--- src/rtl/hmp_pkg.sv ---
// ----------------------------------------------------------------------------
// Shared constants for the host mailbox port
// ----------------------------------------------------------------------------
package hmp_pkg;
  // Mailbox geometry and register indices (core side and host side alike).
  localparam int         NDR       = 6;
  localparam int         BYTE_W    = 8;
  localparam logic [3:0] DR_LAST   = 4'h5;
  localparam logic [3:0] A_STAT_LO = 4'h6;
  localparam logic [3:0] A_STAT_HI = 4'h7;
  localparam logic [3:0] A_MASK    = 4'h8;
  localparam logic [3:0] A_CFG     = 4'h8;
  // Field positions: write flags and write masks low, read flags and masks high.
  localparam int WF_LSB   = 0;
  localparam int RF_LSB   = 8;
  localparam int SRST_BIT = 0;
  // Host configuration register bits that drive the strap pins.
  localparam int CFG_W16   = 0;
  localparam int CFG_STYLE = 1;
  localparam int CFG_MUX   = 2;
  localparam int CFG_W     = 3;
  // Synchroniser bundle layout: ale, rd/rw, wr/ds, address, data.
  localparam int SB_W    = 22;
  localparam int SB_ALE  = 21;
  localparam int SB_RDRW = 20;
  localparam int SB_WRDS = 19;
  localparam int SB_A_HI = 18;
  localparam int SB_A_LO = 16;
  localparam int SB_D_HI = 15;
  // Timing in clock cycles of the 100 MHz clock.
  localparam logic [4:0] SRST_CYC  = 5'h10;
  localparam logic [3:0] SETUP_CYC = 4'h3;
  localparam logic [3:0] HOLD_CYC  = 4'h8;
  localparam logic [3:0] GAP_CYC   = 4'h6;
  // Device start-up sequence.
  typedef enum logic [2:0] {
    BT_STRAP = 3'b001,
    BT_HOST  = 3'b010,
    BT_RUN   = 3'b100
  } hmp_boot_e;
  // Host pin-cycle sequencer.
  typedef enum logic [5:0] {
    H_IDLE   = 6'b000001,
    H_ALE    = 6'b000010,
    H_SETUP  = 6'b000100,
    H_STROBE = 6'b001000,
    H_GAP    = 6'b010000,
    H_ACK    = 6'b100000
  } hmp_hst_e;
endpackage

--- src/rtl/hmp_if.sv ---
`timescale 1ns/10ps
// ----------------------------------------------------------------------------
// Host port pins; each data direction has its own lines and its own enable
// ----------------------------------------------------------------------------
interface hmp_if;
  logic        width16;
  logic        strobe_style;
  logic        bus_mux;
  logic        ale;
  logic        rd_rw;
  logic        wr_ds_n;
  logic [2:0]  addr;
  logic [15:0] hd_h2d;
  logic        hd_h2d_oe;
  logic [15:0] hd_d2h;
  logic        hd_d2h_oe;
  modport host (output width16, strobe_style, bus_mux, ale, rd_rw, wr_ds_n, addr, hd_h2d,
                hd_h2d_oe, input hd_d2h, hd_d2h_oe);
  modport device (input width16, strobe_style, bus_mux, ale, rd_rw, wr_ds_n, addr, hd_h2d,
                  hd_h2d_oe, output hd_d2h, hd_d2h_oe);
endinterface

--- src/rtl/hmp_device.sv ---
// Local design decisions: the register addresses and the Avalon-MM interface to the registers.
`timescale 1ns/10ps
// Behaviour
// - Host strobes accepted asynchronously, any time.
// - Host writes never stall the core.
// - Width pin selects 8- or 16-bit transfers.
// - Style pin selects split or rw/ds strobes.
// - Mux pin selects split or ALE-multiplexed bus.
// - Six data, two status, one mask register.
// - Data registers mapped in core data space.
// - Status registers readable by core and host.
// - Upper status holds software reset, both set.
// - Host write raises write interrupt request.
// - Completed host read raises read interrupt.
// - Per-register read and write status flags.
// - Per-register per-direction interrupt mask bits.
// - Interrupt needs both mask and global enable.
// - Host boot moves opcodes into program memory.
// - Boot pin picks host or external boot.
// - Force/clear cannot touch mailbox interrupts.
module hmp_device
  import hmp_pkg::*;
#(
  parameter logic [7:0] BOOT_WORDS = 8'h20
) (
  // Clock and reset
  input  wire logic        clk,
  input  wire logic        sys_rst,
  // Host pins
  hmp_if.device            hp,
  // Core data-memory window
  input  wire logic [3:0]  core_addr,
  input  wire logic        core_we,
  input  wire logic        core_re,
  input  wire logic [15:0] core_wdata,
  output logic      [15:0] core_rdata,
  // Global enables from the core interrupt mask, and requests to the core
  input  wire logic        core_wr_irq_en,
  input  wire logic        core_rd_irq_en,
  output logic             wr_irq_req,
  output logic             rd_irq_req,
  output logic             core_soft_rst,
  // Boot control and program-memory load port
  input  wire logic        boot_source_select,
  output logic             boot_busy,
  output logic             boot_from_ext,
  output logic             pm_we,
  output logic      [7:0]  pm_addr,
  output logic      [15:0] pm_data
);
  // --------------------------------------------------------------------------
  // Pin synchronisers
  // --------------------------------------------------------------------------
  logic [SB_W-1:0] sy1;
  logic [SB_W-1:0] sy2;
  logic            rd_q;
  logic            wr_q;
  logic            ale_q;
  logic            rd_s;
  logic            wr_s;
  logic            ale_s;
  logic [15:0]     hdat;
  logic [CFG_W:0]  strap1;
  logic [CFG_W:0]  strap2;

  // Rest level of the bundle: both strobes high, so leaving reset makes no false edge.
  localparam logic [SB_W-1:0] SB_REST = SB_W'((1 << SB_RDRW) | (1 << SB_WRDS));

  // Straps and the boot pin, boot just above the host straps. These flops skip
  // reset so the boot pin has settled by the first edge after reset.
  always_ff @(posedge clk) begin
    strap1 <= {boot_source_select, hp.bus_mux, hp.strobe_style, hp.width16};
    strap2 <= strap1;
  end

  // Every pin, strobes and data alike, passes two flops before use.
  always_ff @(posedge clk) begin
    if (sys_rst) begin
      sy1   <= SB_REST;
      sy2   <= SB_REST;
      rd_q  <= 1'b0;
      wr_q  <= 1'b0;
      ale_q <= 1'b0;
    end else begin
      sy1   <= {hp.ale, hp.rd_rw, hp.wr_ds_n, hp.addr, hp.hd_h2d};
      sy2   <= sy1;
      rd_q  <= rd_s;
      wr_q  <= wr_s;
      ale_q <= ale_s;
    end
  end

  // Strobe decode: split active-low strobes, or rw level plus data strobe.
  always_comb begin
    hdat  = sy2[SB_D_HI:0];
    ale_s = sy2[SB_ALE];
    if (strap2[CFG_STYLE]) begin
      rd_s = ~sy2[SB_WRDS] & sy2[SB_RDRW];
      wr_s = ~sy2[SB_WRDS] & ~sy2[SB_RDRW];
    end else begin
      rd_s = ~sy2[SB_RDRW];
      wr_s = ~sy2[SB_WRDS];
    end
  end

  // --------------------------------------------------------------------------
  // Mailbox state
  // --------------------------------------------------------------------------
  logic [15:0]     dr [NDR];
  logic [15:0]     next_dr [NDR];
  logic [NDR-1:0]  wflag, next_wflag, rflag, next_rflag;
  logic [15:0]     mask, next_mask;
  logic            srst, next_srst;
  logic [4:0]      srst_cnt, next_srst_cnt;
  logic [2:0]      alat, next_alat;
  logic            byte_hi, next_byte_hi;
  logic [7:0]      lo_tmp, next_lo_tmp;
  logic [15:0]     next_core_rdata, next_d2h;
  logic            next_d2h_oe, next_wr_irq, next_rd_irq, next_soft_rst;
  hmp_boot_e       bst, next_bst;
  logic            next_boot_ext, next_pm_we;
  logic [7:0]      next_pm_addr;
  logic [15:0]     next_pm_data;
  logic [2:0]      haddr;
  logic [15:0]     hword;
  logic [15:0]     hview;
  logic            w8;

  // Register read view shared by core and host, so both see one status.
  function automatic logic [15:0] reg_view(input logic [3:0] a);
    logic [15:0] v;
    v = 16'h0000;
    if (a <= DR_LAST) begin
      v = dr[a[2:0]];
    end else if (a == A_STAT_LO) begin
      v[WF_LSB +: NDR] = wflag;
      v[RF_LSB +: NDR] = rflag;
    end else if (a == A_STAT_HI) begin
      v[SRST_BIT] = srst;
    end else if (a == A_MASK) begin
      v = mask;
    end
    return v;
  endfunction

  // One next-state process for the whole mailbox. Order matters: the core
  // side is applied first so a host event in the same cycle wins.
  always_comb begin
    next_dr         = dr;
    next_wflag      = wflag;
    next_rflag      = rflag;
    next_mask       = mask;
    next_srst       = srst;
    next_srst_cnt   = srst_cnt;
    next_alat       = alat;
    next_byte_hi    = byte_hi;
    next_lo_tmp     = lo_tmp;
    next_core_rdata = core_rdata;
    next_d2h        = hp.hd_d2h;
    next_d2h_oe     = hp.hd_d2h_oe;
    next_wr_irq     = 1'b0;
    next_rd_irq     = 1'b0;
    next_soft_rst   = 1'b0;
    next_bst        = bst;
    next_boot_ext   = boot_from_ext;
    next_pm_we      = 1'b0;
    next_pm_addr    = pm_addr;
    next_pm_data    = pm_data;
    w8              = ~strap2[CFG_W16];
    haddr           = strap2[CFG_MUX] ? alat : sy2[SB_A_HI:SB_A_LO];
    hview           = reg_view({1'b0, haddr});
    hword           = w8 ? {hdat[BYTE_W-1:0], lo_tmp} : hdat;
    // Soft reset holds the core in reset for a fixed time, then clears.
    if (srst) begin
      next_soft_rst = 1'b1;
      next_srst_cnt = srst_cnt + 5'h01;
      if (srst_cnt == SRST_CYC - 5'h01) begin
        next_srst     = 1'b0;
        next_srst_cnt = 5'h00;
      end
    end
    // Boot source strap is caught once, on the first cycle after reset.
    case (bst)
      BT_STRAP: begin
        next_bst      = strap2[CFG_W] ? BT_HOST : BT_RUN;
        next_boot_ext = ~strap2[CFG_W];
      end
      BT_HOST:  next_bst = bst;
      BT_RUN:   next_boot_ext = 1'b0;
      default:  next_bst = BT_STRAP;
    endcase
    // Core loads and stores; a load consumes the write flag, a store the read flag.
    if (core_re) begin
      next_core_rdata = reg_view(core_addr);
      if (core_addr <= DR_LAST) next_wflag[core_addr[2:0]] = 1'b0;
    end
    if (core_we) begin
      if (core_addr <= DR_LAST) begin
        next_dr[core_addr[2:0]]    = core_wdata;
        next_rflag[core_addr[2:0]] = 1'b0;
      end else if (core_addr == A_MASK) begin
        next_mask = core_wdata;
      end else if (core_addr == A_STAT_HI && core_wdata[SRST_BIT]) begin
        next_srst = 1'b1;
      end
    end
    // Multiplexed bus: address taken as ALE falls.
    if (ale_q && !ale_s) next_alat = hdat[SB_A_HI-SB_A_LO:0];
    // Host read: drive on strobe start, count completion on strobe release.
    if (rd_s && !rd_q) begin
      next_d2h    = (w8 && byte_hi) ? {8'h00, hview[15:BYTE_W]} : hview;
      next_d2h_oe = 1'b1;
    end
    if (rd_q && !rd_s) begin
      next_d2h_oe  = 1'b0;
      next_byte_hi = w8 & ~byte_hi;
      if ((!w8 || byte_hi) && {1'b0, haddr} <= DR_LAST && bst == BT_RUN) begin
        next_rflag[haddr] = 1'b1;
        next_rd_irq = mask[RF_LSB + haddr] & core_rd_irq_en;
      end
    end
    // Host write: data latched at the trailing edge of the strobe.
    if (wr_q && !wr_s) begin
      next_byte_hi = w8 & ~byte_hi;
      if (w8 && !byte_hi) begin
        next_lo_tmp = hdat[BYTE_W-1:0];
      end else if ({1'b0, haddr} <= DR_LAST) begin
        if (bst == BT_HOST) begin
          // Each boot opcode goes straight to program memory.
          next_pm_we   = 1'b1;
          next_pm_data = hword;
          if (pm_addr == BOOT_WORDS - 8'h01) next_bst = BT_RUN;
        end else begin
          next_dr[haddr]    = hword;
          next_wflag[haddr] = 1'b1;
          next_wr_irq = mask[WF_LSB + haddr] & core_wr_irq_en;
        end
      end else if ({1'b0, haddr} == A_STAT_HI && hword[SRST_BIT]) begin
        next_srst = 1'b1;
      end
    end
    if (pm_we) next_pm_addr = pm_addr + 8'h01;
  end

  // --------------------------------------------------------------------------
  // Registers
  // --------------------------------------------------------------------------
  always_ff @(posedge clk) begin
    if (sys_rst) begin
      for (int i = 0; i < NDR; i++) dr[i] <= 16'h0000;
      wflag         <= '0;
      rflag         <= '0;
      mask          <= 16'h0000;
      srst          <= 1'b0;
      srst_cnt      <= 5'h00;
      alat          <= 3'h0;
      byte_hi       <= 1'b0;
      lo_tmp        <= 8'h00;
      core_rdata    <= 16'h0000;
      hp.hd_d2h     <= 16'h0000;
      hp.hd_d2h_oe  <= 1'b0;
      wr_irq_req    <= 1'b0;
      rd_irq_req    <= 1'b0;
      core_soft_rst <= 1'b0;
      bst           <= BT_STRAP;
      boot_busy     <= 1'b0;
      boot_from_ext <= 1'b0;
      pm_we         <= 1'b0;
      pm_addr       <= 8'h00;
      pm_data       <= 16'h0000;
    end else begin
      dr            <= next_dr;
      wflag         <= next_wflag;
      rflag         <= next_rflag;
      mask          <= next_mask;
      srst          <= next_srst;
      srst_cnt      <= next_srst_cnt;
      alat          <= next_alat;
      byte_hi       <= next_byte_hi;
      lo_tmp        <= next_lo_tmp;
      core_rdata    <= next_core_rdata;
      hp.hd_d2h     <= next_d2h;
      hp.hd_d2h_oe  <= next_d2h_oe;
      wr_irq_req    <= next_wr_irq;
      rd_irq_req    <= next_rd_irq;
      core_soft_rst <= next_soft_rst;
      bst           <= next_bst;
      boot_busy     <= (next_bst == BT_HOST);
      boot_from_ext <= next_boot_ext;
      pm_we         <= next_pm_we;
      pm_addr       <= next_pm_addr;
      pm_data       <= next_pm_data;
    end
  end
endmodule

--- src/flat_wrapper.sv ---
// flat-port wrapper written by rule: the top's interface ports become plain ports
module hmp_device_flat import hmp_pkg::*;
#(
  parameter logic [7:0] BOOT_WORDS = 8'h20
)
  (clk, sys_rst, core_addr, core_we, core_re, core_wdata, core_rdata, core_wr_irq_en, core_rd_irq_en, wr_irq_req, rd_irq_req, core_soft_rst, boot_source_select, boot_busy, boot_from_ext, pm_we, pm_addr, pm_data, hp_width16, hp_strobe_style, hp_bus_mux, hp_ale, hp_rd_rw, hp_wr_ds_n, hp_addr, hp_hd_h2d, hp_hd_h2d_oe, hp_hd_d2h, hp_hd_d2h_oe);
  hmp_if hp_i ();
  input  wire logic clk;
  input  wire logic sys_rst;
  input  wire logic [3:0] core_addr;
  input  wire logic core_we;
  input  wire logic core_re;
  input  wire logic [15:0] core_wdata;
  output logic      [15:0] core_rdata;
  input  wire logic core_wr_irq_en;
  input  wire logic core_rd_irq_en;
  output logic wr_irq_req;
  output logic rd_irq_req;
  output logic core_soft_rst;
  input  wire logic boot_source_select;
  output logic boot_busy;
  output logic boot_from_ext;
  output logic pm_we;
  output logic      [7:0] pm_addr;
  output logic      [15:0] pm_data;
  input wire logic [$bits(hp_i.width16)-1:0] hp_width16;
  input wire logic [$bits(hp_i.strobe_style)-1:0] hp_strobe_style;
  input wire logic [$bits(hp_i.bus_mux)-1:0] hp_bus_mux;
  input wire logic [$bits(hp_i.ale)-1:0] hp_ale;
  input wire logic [$bits(hp_i.rd_rw)-1:0] hp_rd_rw;
  input wire logic [$bits(hp_i.wr_ds_n)-1:0] hp_wr_ds_n;
  input wire logic [$bits(hp_i.addr)-1:0] hp_addr;
  input wire logic [$bits(hp_i.hd_h2d)-1:0] hp_hd_h2d;
  input wire logic [$bits(hp_i.hd_h2d_oe)-1:0] hp_hd_h2d_oe;
  output wire logic [$bits(hp_i.hd_d2h)-1:0] hp_hd_d2h;
  output wire logic [$bits(hp_i.hd_d2h_oe)-1:0] hp_hd_d2h_oe;
  assign hp_i.width16 = hp_width16;
  assign hp_i.strobe_style = hp_strobe_style;
  assign hp_i.bus_mux = hp_bus_mux;
  assign hp_i.ale = hp_ale;
  assign hp_i.rd_rw = hp_rd_rw;
  assign hp_i.wr_ds_n = hp_wr_ds_n;
  assign hp_i.addr = hp_addr;
  assign hp_i.hd_h2d = hp_hd_h2d;
  assign hp_i.hd_h2d_oe = hp_hd_h2d_oe;
  assign hp_hd_d2h = hp_i.hd_d2h;
  assign hp_hd_d2h_oe = hp_i.hd_d2h_oe;
  hmp_device #(.BOOT_WORDS(BOOT_WORDS)) u_core (.clk(clk), .sys_rst(sys_rst), .hp(hp_i), .core_addr(core_addr), .core_we(core_we), .core_re(core_re), .core_wdata(core_wdata), .core_rdata(core_rdata), .core_wr_irq_en(core_wr_irq_en), .core_rd_irq_en(core_rd_irq_en), .wr_irq_req(wr_irq_req), .rd_irq_req(rd_irq_req), .core_soft_rst(core_soft_rst), .boot_source_select(boot_source_select), .boot_busy(boot_busy), .boot_from_ext(boot_from_ext), .pm_we(pm_we), .pm_addr(pm_addr), .pm_data(pm_data));
endmodule
--- config.mk ---
export PLATFORM = sky130hd
export DESIGN_NAME = hmp_device_flat
export DESIGN_NICKNAME = d
export VERILOG_FILES = /design/src/rtl/hmp_pkg.sv /design/src/rtl/hmp_if.sv /design/src/rtl/hmp_device.sv /design/src/flat_wrapper.sv
export SDC_FILE = /design/constraint.sdc
export NUM_CORES = 1
export LEC_CHECK = 0
export ABC_CLOCK_PERIOD_IN_PS = 2400
export BUFFER_PORTS_ARGS = -buffer_cell sky130_fd_sc_hd__buf_2
export CAP_MARGIN = 10
export CORE_MARGIN = 1
export CORE_UTILIZATION = 30
export DETAILED_ROUTE_END_ITERATION = 8
export SYNTH_ARGS = -nofsm -noshare
export SYNTH_HDL_FRONTEND = slang
export SYNTH_SLANG_ARGS = --single-unit
--- constraint.sdc ---
create_clock -name clk -period 2.4 [get_ports clk]
set_clock_uncertainty 0.2 [all_clocks]
set_input_delay 0.48 -clock clk [delete_from_list [all_inputs] [get_ports clk]]
set_output_delay 0.48 -clock clk [all_outputs]
set_load 0.05 [all_outputs]
==> key figures <==
Yosys
  • Post-synthesis simple-gate area fraction: 0.1762
  • Synth cell types: 57
  • Number of enable flip-flop cells after synthesis: 0
  • Ys async rst share: 0
  • Post-synthesis compound-gate area fraction: 0.1763
  • Synth Area in Adders: 0.001943
  • Cell Area, Synth: 12880 µm²
  • Top cell type by total area after synthesis: dfxtp_1
  • Synthesized area per cell: 9.295 µm²
  • Area contributors post-synth: dfxtp_1 41%, mux2i_1 12%, a211oi_2 4.1%
  • Synth Register Bits: 263
  • Post-synth top area share: 0.4087
  • Ys flop type: dfxtp_1
  • Mux cell area share after synthesis: 0.1833
  • Register area share after synthesis: 0.4087
  • Synth warn: 0
  • Post-Synth XOR/XNOR Area: 0.005439
  • Mapped Cells: 1386
  • Main combinational cell family by area after synthesis: multiplexers
  • Net Count, Synth: 1441

CTS
  • H-tree Lvls: 1
  • CTS Sinks: 263
  • Root buf cell: clkbuf_16
  • Clock buffer depth: 3
  • CTS Buf Count: 30
  • Clock Pin Slew Worst Setup and Hold Paths: 60 ps
  • Clk Latency, worst-skew pair: 590 ps
  • CTS tree: yes

GRT
  • Initial antenna violation count: 0
  • GRT Util Overall: 0.2068
  • Largest net degree at the start of global routing: 73
  • Vias in the first global route: 11281
  • GRT overflow: 0
  • Wire length of the first global-routing pass: 69.54 mm

Timing
  • Fin. max-slew vios: 0
  • Slew headroom: 0.5075
  • Final setup TNS: 0 ps
  • Fmax: 0.4281 GHz
  • Fin crit period: 2336 ps
  • Worst-Margin Slew: 736.0 ps
  • Tcrit/Tclk final: 0.9733
  • # setup viols final: 0
  • Hold Fails Final Rpt: 0

Finish
  • Layout cell share with drive strength beyond 1: 0.2646
  • Filler cell count: 4179
  • Finished Core Util: 0.3887
  • Fin nets: 1622
  • Fin cells: 2131
  • Area Growth Syn to Fin: 27.13%

Critical path
  • Worst Path Required: 2650 ps
  • CP max FO: 14
  • Crit start category: flop
  • Setup crit end kind: flop
  • Kind of critical path: flop to flop
  • Critical Path AT: 2590 ps
  • R2R Setup Slk: 60 ps

Floorplanning
  • # rows: 75
  • Core area: 42130 µm²
  • Die height: 209.2 µm
  • Die width: 209.2 µm
  • Starting density of the core: 0.3057
  • # IOs: 116
  • Die ar.: 43770 µm²

Outcome
  • Status: finished clean

Routing
  • Routed Antenna Nets: 0
  • # DRC: 0
  • Vias per std cell: 5.405
  • DR WL/cell: 21.52 µm
  • WL final: 45.86 mm
  • Via count: 11518
  • DRT Pass-1 Iters: 7
  • Iteration-0 DRC Markers: 836

Worst hold path
  • Worst Hold Class: primary input to flop

Power and ir drop
  • Peak supply drop: 0.0005237 V
  • Pwr dens: 650.9 nW/µm²
  • Leak Pwr: 6.322 nW

Placement
  • Number of I/O port buffers: 114
  • RePlAce Congestion: 0.9100
  • DP Cell Count: 2044
  • Post-DP HPWL: 31.78 mm

Flow run
  • # Max-Cap Violations: 0
-- report_power, final --
group / total (W) / switching (W) / internal (W)
combinational: 0.00112 / 0.000687 / 0.000438
sequential: 0.00454 / 0.0000636 / 0.00448
clock: 0.00500 / 0.00200 / 0.00300
total: 0.0107 / 0.00275 / 0.00791
-- final cells by class --
cell class	instances	area [µm²]	share of cell area
Antenna cell	1	2.502	0.0001528
Clock buffer	35	819.5	0.05004
Clock inverter	21	276.5	0.01688
Inverter	5	18.77	0.001146
Multi-Input combinational cell	988	7061	0.4311
Sequential cell	263	5266	0.3216
Tap cell	539	674.4	0.04118
Timing Repair Buffer	279	2258	0.1379
-- final timing paths --
check,start,cells past startpoint,end
setup / recovery,u_core.strap2[2]$_DFF_P_,7,u_core.hp.hd_d2h[3]$_SDFFE_PP0P_
hold / removal,core_wdata[1],3,u_core.mask[1]$_SDFFE_PP0P_
setup reg to reg,u_core.strap2[2]$_DFF_P_,7,u_core.hp.hd_d2h[3]$_SDFFE_PP0P_
hold reg to reg,u_core.strap1[2]$_DFF_P_,0,u_core.strap2[2]$_DFF_P_
-- synthesized netlist by cell type, types with 13 or more instances --
cell type and instances:
dfxtp_1 263, a311oi_1 17, a211oi_1 47, nor2b_1 50, o21ai_0 26, nand2b_1 36
o211ai_1 27, clkbuf_1 79, a21oi_1 88, a2bb2oi_1 13, mux2_2 40, buf_2 34
a211oi_2 42, nor2_1 84, mux2i_1 158, nand3_1 32, mux4_2 14, nand2_1 111
nor3_1 104
-- per-layer routing --
metal,global-route usage,up-vias,part of all wire
li1,-,5424,-
met1,0.2785,5560,0.45
met2,0.3194,437,0.44
met3,0.04539,97,0.075
met4,0.08418,0,0.042
met5,0,-,0
-- placed cells by master (no fill, tap or decap), types with 6 or more instances in the layout --
cell           instances
a2bb2oi_1             13
mux4_2                14
nand3_1               32
a21oi_1               87
buf_12                29
a211oi_1              47
dfxtp_1              262
nand2b_1              36
mux2i_1              157
buf_2                113
nand2_1              110
xor2_1                 6
o21ai_0               24
o211ai_1              27
clkbuf_16             30
dlygate4sd3_1         28
or2_2                  7
a22oi_1                9
mux2_2                39
nor3_1               103
clkinv_2               8
clkbuf_8               6
a311oi_1              17
a211oi_2              42
nor2_1                84
buf_4                107
nor2b_1               50
-- worst max-delay path, stage by stage, from the launching register on --
cell      delay, ps
dfxtp_2         360
buf_12          150
mux2i_4         290
buf_12          190
mux2_2          340
a221o_1         400
o21ai_0         150
a211oi_1        110
-- metrics by stage --
stage / hold slack [ps] / area (µm²) / power, W / worst slack [ps]
2_1_floorplan: 109.6 / 12880 / 0.005248 / 38.42
3_3_place_gp: 115.5 / 14940 / 0.005696 / -141.0
3_5_place_dp: 114.3 / 14940 / 0.005705 / -140.3
4_1_cts: 23.10 / 16330 / 0.01073 / -57.92
5_1_grt: 44.94 / 16370 / 0.01101 / -4.575
6_report: 33.44 / 16380 / 0.01066 / 63.97
-- registers in the layout, indices dropped and copies added, names as in the netlist, 3 cells and up --
| name | flops |
|---|---|
| u_core.sy1 | 22 |
| u_core.strap1 | 4 |
| u_core.mask | 16 |
| u_core.pm_addr | 8 |
| u_core.rflag | 6 |
| u_core.srst_cnt | 5 |
| u_core.sy2 | 22 |
| u_core.pm_data | 16 |
| u_core.bst | 3 |
| u_core.core_rdata | 16 |
| u_core.lo_tmp | 8 |
| u_core.hp.hd_d2h | 16 |
| u_core.wflag | 6 |
| u_core.strap2 | 4 |
| u_core.dr | 96 |
| u_core.alat | 3 |
-- timing repair --
| item | 4_1_cts | 5_1_grt |
|---|---|---|
| endpoints found under the hold margin | 29 | 0 |
| pin swaps | 0 | 0 |
| gates resized for setup | 5 | 8 |
| endpoints found under the setup margin | 24 | 45 |
| hold buffers | 28 | 0 |
| setup buffers | 0 | 2 |
-- cell families (layout without fill, tap and decap cells) --
logic type | after synthesis | in the layout
flip-flops | 263 | 263
adder cells (fa/ha/maj) | 2 | 2
AO/OA/AOI/OAI | 304 | 304
multiplexers | 213 | 213
AND/OR/NAND/NOR | 461 | 461
XOR/XNOR | 8 | 8
buffers and inverters | 135 | 340
other | 0 | 1
(Power assumes the default switching activity.)
